## config.mk

```make
export PLATFORM = sky130hd
export DESIGN_NAME = qdac_decoder
export DESIGN_NICKNAME = d
export VERILOG_FILES = /design/src/logic/qdac_decoder.v
export VERILOG_INCLUDE_DIRS = /design/src /design/src/include
export SDC_FILE = /design/constraint.sdc
export NUM_CORES = 1
export LEC_CHECK = 0
export ABC_CLOCK_PERIOD_IN_PS = 4050
export BUFFER_PORTS_ARGS = -buffer_cell sky130_fd_sc_hd__buf_2
export CORE_AREA = 3 3 61 120
export DETAILED_ROUTE_END_ITERATION = 10
export DIE_AREA = 0 0 64 123
export PLACE_DENSITY = 0.9
export RECOVER_POWER = 100
export SLEW_MARGIN = 10
export SYNTH_ARGS = -nofsm -noshare
export SYNTH_HDL_FRONTEND = slang
export SYNTH_SLANG_ARGS = --single-unit
```

## constraint.sdc

```tcl
create_clock -name clk -period 4.05 [get_ports clk]
set_input_delay 0.6075 -clock clk [delete_from_list [all_inputs] [get_ports clk]]
set_output_delay 0.6075 -clock clk [all_outputs]
set_load 0.02 [all_outputs]
```

## src/include/qdac_defines.vh

```
// Constants for the quad DAC serial command decoder
//
// Summary of operation
// Control 01 loads the addressed input register only; DAC registers stay.
// Control 11 loads the addressed input register and its DAC register.
// Control 11 also moves all other input registers into DAC registers.
// Address 00..11 selects channel A, B, C, D.
// Code 0100 copies all input registers to DAC registers, ends shutdown.
// Code 1000 writes data to all DAC registers and ends shutdown.
// Code 1100 enters shutdown only while power-down-allow is high.
// Code 0010 drives user output low, 0110 high; level is held.
// Code 0000 changes no register; word only passes the shift register.
// Code 1110 makes serial output change on rising edge, updates all DACs.
// Serial output phase stays latched until reset or falling-phase command.
// Code 1010 makes serial output change on falling edge, updates all DACs.
// Commands without data ignore the eight data bits.
// Master loads three channels with 01 then last with 11.
// Word is MSB first, sampled on serial rising edges, run on select rise.
// Load strobe low makes DAC registers follow input registers.
// Clear low resets all input and DAC registers to zero.
// Reset zeroes interface and registers and selects falling output phase.
// Only software load and broadcast load end shutdown.
`ifndef QDAC_DEFINES_VH
`define QDAC_DEFINES_VH
`define QDAC_WORD_W 12
`define QDAC_CODE_LD_ALL 4'h4
`define QDAC_CODE_BCAST 4'h8
`define QDAC_CODE_SHDN 4'hC
`define QDAC_CODE_UPO_LO 4'h2
`define QDAC_CODE_UPO_HI 4'h6
`define QDAC_CODE_NOP 4'h0
`define QDAC_CODE_PH_RISE 4'hE
`define QDAC_CODE_PH_FALL 4'hA
`define QDAC_CTL_LOAD_IN 2'h1
`define QDAC_CTL_LOAD_UPD 2'h3
`endif

```

## src/logic/qdac_decoder.v

```verilog
// Serial command decoder for a quad 8-bit DAC
`timescale 1ns/10ps
`include "qdac_defines.vh"
module qdac_decoder
(
   // Clock and reset
   input wire clk,
   input wire srst,
   // Serial link pins
   input wire sclk,
   input wire cs_n,
   input wire din,
   output reg dout,
   // Control pins
   input wire load_strobe_n,
   input wire clear_n,
   input wire power_down_allow,
   // Outputs
   output reg user_logic_out,
   output reg shutdown,
   output reg dout_rising_mode,
   output reg [7:0] dac_a,
   output reg [7:0] dac_b,
   output reg [7:0] dac_c,
   output reg [7:0] dac_d
);

   // ****************************************
   // Input synchronisers
   // ****************************************
   reg [2:0] sclk_s_r;
   reg [2:0] cs_s_r;
   reg [2:0] din_s_r;
   reg [2:0] ld_s_r;
   reg [2:0] clr_s_r;
   reg [2:0] pde_s_r;
   reg sclk_r;
   reg cs_r;
   reg din_r;
   reg ld_r;
   reg clr_r;
   reg pde_r;
   reg [11:0] shift_r;
   reg [7:0] in_a_r;
   reg [7:0] in_b_r;
   reg [7:0] in_c_r;
   reg [7:0] in_d_r;
   reg [7:0] in_a_nxt;
   reg [7:0] in_b_nxt;
   reg [7:0] in_c_nxt;
   reg [7:0] in_d_nxt;
   wire sclk_rise;
   wire sclk_fall;
   wire cs_rise;
   wire [1:0] addr;
   wire [1:0] ctl;
   wire [3:0] code;
   wire [7:0] data;
   reg upd_all;
   reg bcast;

   // Three stages; a change counts when stages two and three agree
   always @(posedge clk)
   begin
      if (srst)
      begin
         sclk_s_r <= 3'h0;
         cs_s_r <= 3'h7;
         din_s_r <= 3'h0;
         ld_s_r <= 3'h7;
         clr_s_r <= 3'h7;
         pde_s_r <= 3'h0;
         sclk_r <= 1'b0;
         cs_r <= 1'b1;
         din_r <= 1'b0;
         ld_r <= 1'b1;
         clr_r <= 1'b1;
         pde_r <= 1'b0;
      end
      else
      begin
         sclk_s_r <= {sclk_s_r[1:0], sclk};
         cs_s_r <= {cs_s_r[1:0], cs_n};
         din_s_r <= {din_s_r[1:0], din};
         ld_s_r <= {ld_s_r[1:0], load_strobe_n};
         clr_s_r <= {clr_s_r[1:0], clear_n};
         pde_s_r <= {pde_s_r[1:0], power_down_allow};
         if (sclk_s_r[1] == sclk_s_r[2]) sclk_r <= sclk_s_r[2];
         if (cs_s_r[1] == cs_s_r[2]) cs_r <= cs_s_r[2];
         if (din_s_r[1] == din_s_r[2]) din_r <= din_s_r[2];
         if (ld_s_r[1] == ld_s_r[2]) ld_r <= ld_s_r[2];
         if (clr_s_r[1] == clr_s_r[2]) clr_r <= clr_s_r[2];
         if (pde_s_r[1] == pde_s_r[2]) pde_r <= pde_s_r[2];
      end
   end

   // Edge detection on filtered levels
   assign sclk_rise = (sclk_s_r[1] == sclk_s_r[2]) & sclk_s_r[2] & ~sclk_r;
   assign sclk_fall = (sclk_s_r[1] == sclk_s_r[2]) & ~sclk_s_r[2] & sclk_r;
   assign cs_rise = (cs_s_r[1] == cs_s_r[2]) & cs_s_r[2] & ~cs_r;

   // ****************************************
   // Shift register and serial output
   // ****************************************
   always @(posedge clk)
   begin
      if (srst)
      begin
         shift_r <= 12'h000;
         dout <= 1'b0;
      end
      else
      begin
         if (sclk_rise && !cs_r)
            shift_r <= {shift_r[10:0], din_r};
         // Output follows the word's top bit on the selected edge
         if (!cs_r && ((dout_rising_mode && sclk_rise) || (!dout_rising_mode && sclk_fall)))
            dout <= shift_r[11];
      end
   end

   // ****************************************
   // Command decode
   // ****************************************
   assign addr = shift_r[11:10];
   assign ctl = shift_r[9:8];
   assign code = shift_r[11:8];
   assign data = shift_r[7:0];

   // Next input registers and update flags
   always @*
   begin
      in_a_nxt = in_a_r;
      in_b_nxt = in_b_r;
      in_c_nxt = in_c_r;
      in_d_nxt = in_d_r;
      upd_all = 1'b0;
      bcast = 1'b0;
      if (cs_rise)
      begin
         if (ctl == `QDAC_CTL_LOAD_IN || ctl == `QDAC_CTL_LOAD_UPD)
         begin
            case (addr)
               2'h0: in_a_nxt = data;
               2'h1: in_b_nxt = data;
               2'h2: in_c_nxt = data;
               default: in_d_nxt = data;
            endcase
            upd_all = (ctl == `QDAC_CTL_LOAD_UPD);
         end
         else
         begin
            case (code)
               `QDAC_CODE_LD_ALL: upd_all = 1'b1;
               `QDAC_CODE_PH_RISE: upd_all = 1'b1;
               `QDAC_CODE_PH_FALL: upd_all = 1'b1;
               `QDAC_CODE_BCAST: bcast = 1'b1;
               default: upd_all = 1'b0;
            endcase
         end
      end
   end

   // ****************************************
   // Input and DAC registers
   // ****************************************
   always @(posedge clk)
   begin
      if (srst || !clr_r)
      begin
         in_a_r <= 8'h00;
         in_b_r <= 8'h00;
         in_c_r <= 8'h00;
         in_d_r <= 8'h00;
         dac_a <= 8'h00;
         dac_b <= 8'h00;
         dac_c <= 8'h00;
         dac_d <= 8'h00;
      end
      else
      begin
         in_a_r <= in_a_nxt;
         in_b_r <= in_b_nxt;
         in_c_r <= in_c_nxt;
         in_d_r <= in_d_nxt;
         if (bcast)
         begin
            dac_a <= data;
            dac_b <= data;
            dac_c <= data;
            dac_d <= data;
         end
         else if (upd_all || !ld_r)
         begin
            dac_a <= in_a_nxt;
            dac_b <= in_b_nxt;
            dac_c <= in_c_nxt;
            dac_d <= in_d_nxt;
         end
      end
   end

   // ****************************************
   // Mode state: shutdown, user output, phase
   // ****************************************
   always @(posedge clk)
   begin
      if (srst)
      begin
         shutdown <= 1'b0;
         user_logic_out <= 1'b0;
         dout_rising_mode <= 1'b0;
      end
      else if (cs_rise)
      begin
         case (code)
            `QDAC_CODE_LD_ALL: shutdown <= 1'b0;
            `QDAC_CODE_BCAST: shutdown <= 1'b0;
            `QDAC_CODE_SHDN: if (pde_r) shutdown <= 1'b1;
            `QDAC_CODE_UPO_LO: user_logic_out <= 1'b0;
            `QDAC_CODE_UPO_HI: user_logic_out <= 1'b1;
            `QDAC_CODE_PH_RISE: dout_rising_mode <= 1'b1;
            `QDAC_CODE_PH_FALL: dout_rising_mode <= 1'b0;
            default: shutdown <= shutdown;
         endcase
      end
   end

endmodule

```

==> impl_metrics.yaml, run 1 <==
critical_path:
  rrSetupSlack_ps: 1530
  max_stage_delay_ps: 1030
  cp-start-kind: "input port"
  path_class: "in -> reg"
  reg2reg_to: "dac_c[4]"
  path_max_fanout: 42
  end_kind: "register"
  ff2ff_path_depth: 4
  crit_slowest_cell: "clkbuf_1"
  crit_arrival_ps: 3090
  crit_chain: "clkbuf_1 > nor2b_1 > and3_1 > a221o_2"
  reg2reg_from: "shift_r[8]"
  critical_path_required_ps: 4280
layout:
  antenna_cells: 0
  finalCoreUtilization_pct: 66.7
  mostFrequentLayoutCells: "dfxtp_1 (104), a21oi_1 (45), clkbuf_1 (38)"
  mostFrequentLayoutCell: "dfxtp_1"
  fin_nets: 449
  area_growth_pct: 9.68
  finalNonFillerCells: 527
  drive_gt1_share_pct: 8.43
min_path:
  hp-start: "clr_s_r[0]"
  hold_class: "reg -> reg"
  min_path_cells: 1
  holdPathEnd: "clr_s_r[1]"
global_route:
  antenna_found_initial: 0
  grt_pass1_wl_um: 14700
  grt_max_degree: 43
  grt_pass1_vias: 3168
  grt_use_total_pct: 24.6
  overflow: 0
die:
  ios: 44
  die_h_um: 123
  rows: 42
  dieArea_sq_um: 7870
  fp.coreArea_sq_um: 6570
  start_util_pct: 60.8
  die_x_um: 64
clock_tree:
  cts_buffers: 9
  cts_sinks: 104
  cts_tree: "done"
  clk_pin_slew_ps: 60
  cts_hold_buffers: 0
  postCtsResizedCells: 0
  clk_path_buf_depth: 2
  postCtsSetupRepairBufs: 0
  clock-root-buffer: "clkbuf_16"
  cts_htree_levels: 3
  insertion_delay_ps: 340
synthesis:
  ys_ff_latch: 104
  synth-simple-area-share_pct: 14.9
  synth_compound_area_share_pct: 24.1
  synthMuxAreaShare_pct: 2.76
  syn_area_per_cell_sq_um: 9.58
  synth_top_family_by_area: "compound AO/OA/AOI/OAI gates"
  syn_nets: 428
  synth_xor_area_share_pct: 0
  ys_seq_area_share_pct: 52.1
  ys_warn_count: 0
  syn_inst: 417
  netlist_area_sq_um: 4000
  synth.distinct_cells: 37
  synth_fa_ha_area_share_pct: 0.940
sta:
  skew_ps: 7.16
  setup_viol: 0
  hold_viol_final: 0
  rsz0062_at_grt: "no"
  relSlewSlack_pct: 3.41
  period_share_pct: 70.8
  worstMarginPinSlew_ps: 1450
  setup_tns_ps: 0
  drv_slew: 0
  timing.fmax_ghz: 0.349
  layout_min_cycle_time_ps: 2870
drt:
  viasPerCell: 6.22
  drtAntennaViolNets: 0
  firstDrtPassIters: 5
  drc: 0
  routedWlPerCell_um: 17.6
  drtIter0Drc: 263
  wl_um: 9270
  vias: 3278
placed_design:
  place_hpwl_um: 6400
  portBuffers: 43
  dpl.cell_count: 515
  place_congestion: 0.949
power:
  p_int_mw: 1.51
  power_density_nw_per_um2: 425
  combPwrFrac_pct: 1.8
  peakVddDrop_mv: 0.445
  net-switching-power_mw: 0.357
  clockPowerShare_pct: 42.6
  p_seq_share_pct: 55.5
  p_leak_nw: 1.47
  switching_share_pct: 19.2
job:
  maxCapViolCount: 0
run_status:
  status: "finished clean"
[metal layers]
| layer | routed length (um) | vias up | GRT usage, % | part of all wire [%] |
|---|---|---|---|---|
| li1 | - | 1552 | - | - |
| met1 | 3380 | 1571 | 24.3 | 36 |
| met2 | 4890 | 109 | 43.2 | 53 |
| met3 | 385 | 46 | 4.36 | 4.2 |
| met4 | 615 | 0 | 21.7 | 6.6 |
| met5 | 0 | - | 0 | 0 |
[power by group through the flow]
stage	combinational, mW	clock, mW	sequential [mW]
after global placement	0.0328	0	1.06
after floorplan	0.0281	0	1.06
after CTS	0.0345	0.806	1.04
after global routing	0.0380	0.844	1.04
after detailed placement	0.0343	0	1.06
final	0.0344	0.795	1.04
[flip-flops by register name (all words and copies together), names as in the netlist, 3 cells and up]
register	flops
shift_r	12
in_b_r	8
dac_b	8
in_c_r	8
cs_s_r	3
din_s_r	3
dac_a	8
dac_d	8
sclk_s_r	3
clr_s_r	3
ld_s_r	3
in_a_r	8
dac_c	8
pde_s_r	3
in_d_r	8
[kinds of logic after synthesis]
family          Yosys count
compound gates          144
fa+ha+maj                 3
buf+inv                  43
flops                   104
mux                      11
simple gates            112
[Yosys cell counts (all sizes together)]
cell type    n  area share, %
nand3b       3           0.56
o21a        10            2.1
nand2b       6           0.94
clkbuf      26            2.4
nor2        27            2.5
dfxtp      104             52
inv          8           0.75
nor3b        1           0.19
mux2i       11            2.8
a21boi       9            1.7
o21ai       25            3.1
nand4b       1           0.22
a211o        2           0.44
ha           3           0.94
and3b        1           0.25
nor4         1           0.16
a31oi       16            2.5
o21bai       2           0.38
a22oi        1           0.19
and3         1           0.16
o2bb2ai      7            1.5
and2         5           0.78
a221o       17            4.4
a21oi       45            5.6
buf          9            2.0
o221ai       9            2.0
or4b         1           0.34
nand3       24            3.0
or2         10            1.6
nor3        15            1.9
a21o         1           0.22
nand2        3           0.28
nor2b       13            2.0
[per-stage QoR]
stage	setup WS (ps)	total power [mW]	hold WS, ps	cell area [sq um]
2_1_floorplan	1890	1.08	389	4000
3_3_place_gp	1630	1.09	392	4160
3_5_place_dp	1550	1.09	397	4160
4_1_cts	1600	1.88	410	4430
5_1_grt	906	1.92	415	4380
6_report	1180	1.86	408	4380
[critical path, delay by kind of cell]
family | cells | cell delay [ps]
and+or+nand+nor | 2 | 980
buffers and inverters | 1 | 1030
AOI/OAI and AO/OA | 1 | 460
[how the worst max path moves through the flow]
| stage | start | endpoint | slack [ps] | cells past startpoint |
|---|---|---|---|---|
| 2_1_floorplan | cs_s_r[1] | dac_a[3] | 1890 | 8 |
| 3_3_place_gp | srst | dac_d[1] | 1630 | 4 |
| 3_5_place_dp | srst | dac_c[1] | 1550 | 4 |
| 4_1_cts | shift_r[8] | dac_c[4] | 1600 | 4 |
| 5_1_grt | srst | dac_d[4] | 910 | 4 |
| 6_report | srst | dac_d[1] | 1180 | 4 |
[cell type report]
type                       count  area, sq um
fill                         560         2190
sequential                   104         2080
multi-input combinational    270         1710
clock buffer                  10          229
timing repair buffer          45          184
tap                           88          110
clock inverter                 2         35.0
inverter                       8         30.0
(Power assumes the default switching activity.)
==> inputs of run 2 (changes only) <==
--- a/config.mk
+++ b/config.mk
@@ -6,12 +6,12 @@
 export SDC_FILE = /design/constraint.sdc
 export NUM_CORES = 1
 export LEC_CHECK = 0
-export ABC_CLOCK_PERIOD_IN_PS = 4050
+export ABC_CLOCK_PERIOD_IN_PS = 2300
 export BUFFER_PORTS_ARGS = -buffer_cell sky130_fd_sc_hd__buf_2
-export CORE_AREA = 3 3 61 120
+export CORE_AREA = 3 3 66 130
 export DETAILED_ROUTE_END_ITERATION = 10
-export DIE_AREA = 0 0 64 123
-export PLACE_DENSITY = 0.9
+export DIE_AREA = 0 0 69 133
+export PLACE_DENSITY = 0.82
 export RECOVER_POWER = 100
 export SLEW_MARGIN = 10
 export SYNTH_ARGS = -nofsm -noshare
==> constraint.sdc (replaced) <==
create_clock -name clk -period 2.3 [get_ports clk]
set_input_delay 0.345 -clock clk [delete_from_list [all_inputs] [get_ports clk]]
set_output_delay 0.345 -clock clk [all_outputs]
set_load 0.02 [all_outputs]
==> run 2 against run 1 <==
Net effect:
- routed wire length is 4.8% higher
- core utilization is 7.4 points lower
- global-route usage is 2.9 points lower
- highest routed layer unchanged
- count of clock-buffer cells in the layout stayed put
- largest power group unchanged
==> impl_metrics.yaml, run 2 (synthesized netlist as in run 1, its figures left out) <==
power:
  power_density_nw_per_um2: 774
  peakVddDrop_mv: 0.676
  p_leak_nw: 1.56
  total_power_mw: 3.52
critical_path:
  reg2reg_to: "dac_d[1]"
  reg2reg_from: "cs_s_r[2]"
  cp.depth: 5
  cp-endpoint: "dac_d[1]"
  path_max_fanout: 23
  cp_top_family: "compound AO/OA/AOI/OAI gates"
  crit_buf_inv: 0
  crit_arrival_ps: 2370
  path_class: "reg -> reg"
  crit_slowest_cell: "or4b_4"
  end_kind: "register"
  cp-start-kind: "register"
  max_stage_delay_ps: 530
  ff2ff_path_depth: 5
  crit_chain: "ha_1 > or4b_4 > a211o_1 > o21a_4 > a221o_2"
  rrSetupSlack_ps: 170
  critical_path_required_ps: 2540
  critPathLaunch: "cs_s_r[2]"
layout:
  fin_nets: 464
  largest_register_ffs: 12
  finalNonFillerCells: 552
  mostFrequentLayoutCell: "dfxtp_1"
  fill_cells: 717
  antenna_cells: 0
  area_growth_pct: 13.7
  finalCoreUtilization_pct: 59.3
  mostFrequentLayoutCells: "dfxtp_1 (104), a21oi_1 (45), clkbuf_1 (40)"
  regMostFlops: "shift_r"
  drive_gt1_share_pct: 11.6
sta:
  relSlewSlack_pct: 10.1
  hold_viol_final: 0
  period_share_pct: 92.5
  setup_viol: 0
  drv_slew: 0
  worstMarginPinSlew_ps: 1350
  layout_min_cycle_time_ps: 2130
  skew_ps: 9.79
  timing.fmax_ghz: 0.470
  setup_tns_ps: 0
  rsz0062_at_grt: "no"
min_path:
  hold_class: "in -> reg"
  min_path_cells: 2
clock_tree:
  clk_path_buf_depth: 2
  clk_pin_slew_ps: 70
  cts_htree_levels: 3
  postCtsSetupRepairBufs: 0
  insertion_delay_ps: 350
  cts_buffers: 9
  cts_hold_buffers: 0
  cts_sinks: 104
  cts_tree: "done"
  clock-root-buffer: "clkbuf_16"
  postCtsResizedCells: 0
die:
  die_x_um: 69
  ios: 44
  dieArea_sq_um: 9180
  start_util_pct: 52.2
  fp.coreArea_sq_um: 7660
  rows: 45
  die_h_um: 133
run_status:
  status: "finished clean"
placed_design:
  place_hpwl_um: 6720
  portBuffers: 43
  dpl.cell_count: 536
  place_congestion: 0.873
global_route:
  antenna_found_initial: 0
  overflow: 0
  grt_pass1_vias: 3220
  grt_max_degree: 40
  grt_use_total_pct: 21.7
  grt_pass1_wl_um: 15800
drt:
  viasPerCell: 6.01
  wl_um: 9720
  firstDrtPassIters: 5
  vias: 3320
  routedWlPerCell_um: 17.6
  drc: 0
  drtIter0Drc: 343
  drtAntennaViolNets: 0
job:
  maxCapViolCount: 0
==> run 2: cell types whose count changed in the layout (fill, tap and decap cells not counted) <==
cell,change
buf_4,+12
clkbuf_1,+2
inv_6,+2
bufinv_16,+1
clkbuf_2,+1
clkinvlp_4,+1
nor3b_1,+1
nor3b_2,-1
==> run 2: stage by stage <==
stage | hold WS [ps] | setup slack [ps] | cell area (sq um)
floorplan | 389 | 140 | 4000
global placement | 391 | 254 | 4280
detailed placement | 395 | 200 | 4280
CTS | 165 | 182 | 4600
global route | 172 | 82.7 | 4540
finish | 173 | 172 | 4540
==> run 2: worst min-delay path by stage <==
stage             startpoint          to  slack, ps
6_report       load_strobe_n   ld_s_r[0]        170
5_1_grt                 cs_n   cs_s_r[0]        170
4_1_cts        load_strobe_n   ld_s_r[0]        170
3_5_place_dp       cs_s_r[0]   cs_s_r[1]        400
3_3_place_gp       cs_s_r[0]   cs_s_r[1]        390
2_1_floorplan     clr_s_r[0]  clr_s_r[1]        390
==> run 2: final cells by class <==
class	instances	area, sq um	area share [%]
clock buffer	10	229	5.04
multi-input combinational	270	1710	37.6
sequential	104	2080	45.8
clock inverter	6	90.1	1.98
timing repair buffer	60	287	6.31
tap	94	118	2.59
inverter	8	30.0	0.661
==> run 2: worst reg2reg max path: stages, from the launching register on <==
cell and delay, ps:
dfxtp_1 330, ha_1 220, or4b_4 530, a211o_1 360
o21a_4 220, a221o_2 360
==> run 2: metal layers <==
metal	routed length [um]	vias up	part of all wire [%]	track usage (%)
met3	479	26	4.9	5.02
met2	5360	104	55	40.8
met4	329	0	3.4	10.8
met5	0	-	0	0
met1	3550	1602	37	21.7
li1	-	1588	-	-
==> run 2: power breakdown <==
part | internal, mW | switching [mW]
Combinational | 0.0234 | 0.0412
Sequential | 1.81 | 0.00678
Clock | 0.960 | 0.670
Total | 2.80 | 0.718
==> inputs of run 3 (changes only) <==
--- a/config.mk
+++ b/config.mk
@@ -8,10 +8,11 @@
 export LEC_CHECK = 0
 export ABC_CLOCK_PERIOD_IN_PS = 2300
 export BUFFER_PORTS_ARGS = -buffer_cell sky130_fd_sc_hd__buf_2
-export CORE_AREA = 3 3 66 130
+export CORE_AREA = 3 3 65 128
+export CTS_BUF_LIST = sky130_fd_sc_hd__clkbuf_8
 export DETAILED_ROUTE_END_ITERATION = 10
-export DIE_AREA = 0 0 69 133
-export PLACE_DENSITY = 0.82
+export DIE_AREA = 0 0 68 131
+export PLACE_DENSITY = 0.84
 export RECOVER_POWER = 100
 export SLEW_MARGIN = 10
 export SYNTH_ARGS = -nofsm -noshare
==> run 3 against run 2 <==
Net effect:
- worst hold slack worse by 18 ps
- non-clock buffer count grew 4
- sequential power is essentially flat
- routed wire length shrank 1.3%
- clock power down 38%
- setup slack improved by 46 ps
- core utilization fell by 0.66 points
- critical path type unchanged
==> impl_metrics.yaml, run 3 (synthesized netlist as in run 1, its figures left out) <==
run_status:
  status: "finished clean"
global_route:
  antenna_found_initial: 0
  grt_max_degree: 38
  grt_use_total_pct: 23.4
  grt_pass1_wl_um: 15600
  grt_pass1_vias: 3287
  overflow: 0
min_path:
  hold_class: "in -> reg"
  min_path_cells: 2
clock_tree:
  clk_path_buf_depth: 2
  cts_hold_buffers: 0
  postCtsResizedCells: 0
  cts_buffers: 9
  cts_sinks: 104
  postCtsSetupRepairBufs: 0
  clock-root-buffer: "clkbuf_8"
  cts_htree_levels: 3
  clk_pin_slew_ps: 90
  cts_tree: "done"
  insertion_delay_ps: 370
placed_design:
  portBuffers: 43
  dpl.cell_count: 540
  place_congestion: 0.883
  place_hpwl_um: 6880
  place_area_sq_um: 4310
die:
  ios: 44
  die_x_um: 68
  die_h_um: 131
  dieArea_sq_um: 8910
  fp.coreArea_sq_um: 7540
  start_util_pct: 53.0
  rows: 45
sta:
  period_share_pct: 90.5
  timing.fmax_ghz: 0.480
  setup_tns_ps: 0
  drv_slew: 0
  layout_min_cycle_time_ps: 2080
  relSlewSlack_pct: 10.4
  skew_ps: 12.8
  setup_viol: 0
  rsz0062_at_grt: "no"
  hold_viol_final: 0
  worstMarginPinSlew_ps: 1340
  whs_ps: 156
critical_path:
  path_max_fanout: 23
  end_kind: "register"
  ff2ff_path_depth: 5
  critical_path_required_ps: 2560
  crit_arrival_ps: 2350
  cp-start-kind: "register"
  path_class: "reg -> reg"
layout:
  antenna_cells: 0
  mostFrequentLayoutCell: "dfxtp_1"
  fin_nets: 468
  regMostFlops: "shift_r"
  mostFrequentLayoutCells: "dfxtp_1 (104), a21oi_1 (45), clkbuf_1 (40)"
  largest_register_ffs: 12
  multi_input_area_sq_um: 1710
  fill_cells: 730
  finalNonFillerCells: 556
  drive_gt1_share_pct: 11.9
  seq_area_sq_um: 2080
  stdcell_area_sq_um: 4430
  area_growth_pct: 10.8
drt:
  wl_um: 9590
  drtAntennaViolNets: 0
  vias: 3321
  viasPerCell: 5.97
  drtIter0Drc: 355
  drc: 0
  routedWlPerCell_um: 17.3
  firstDrtPassIters: 5
job:
  maxCapViolCount: 0
power:
  peakVddDrop_mv: 0.514
  power_density_nw_per_um2: 655
  total_power_mw: 2.90
  p_leak_nw: 1.51
[run 3: critical path, cell delays in order, from the launching register on]
cell     delay, ps
dfxtp_1        340
ha_1           210
or4b_4         520
a211o_1        340
o21a_4         210
a221o_2        350
[run 3: path summary, 6_finish.rpt]
check             from   endpoint  slack (ps)
max          cs_s_r[1]   dac_d[4]         220
min reg2reg  cs_s_r[0]  cs_s_r[1]         410
max reg2reg  cs_s_r[1]   dac_d[4]         220
min               cs_n  cs_s_r[0]         160
[run 3: per-layer routing]
layer  vias to the layer above  share of wire [%]  GRT usage [%]
li1                       1594                  -              -
met1                      1590                 35           24.4
met2                        98                 55           40.9
met3                        39                4.4           4.96
met4                         0                5.7           14.7
met5                         -                  0              0
[run 3: report_power, final]
group | switching (mW) | internal (mW) | leakage, nW
Combinational | 0.0407 | 0.0257 | 0.579
Sequential | 0.00670 | 1.81 | 0.841
Clock | 0.597 | 0.417 | 0.0913
[run 3: layout make-up]
type | instances | area share (%)
multi-input combinational | 270 | 38.6
clock inverter | 6 | 0.820
tap | 94 | 2.66
clock buffer | 10 | 3.11
timing repair buffer | 64 | 7.12
sequential | 104 | 47.0
inverter | 8 | 0.679
[run 3: metrics by stage]
stage | util, % | worst slack [ps]
floorplan | - | 140
global placement | 57.2 | 267
detailed placement | 57.2 | 228
CTS | 59.5 | 208
global route | 58.7 | 99.7
finish | 58.7 | 218
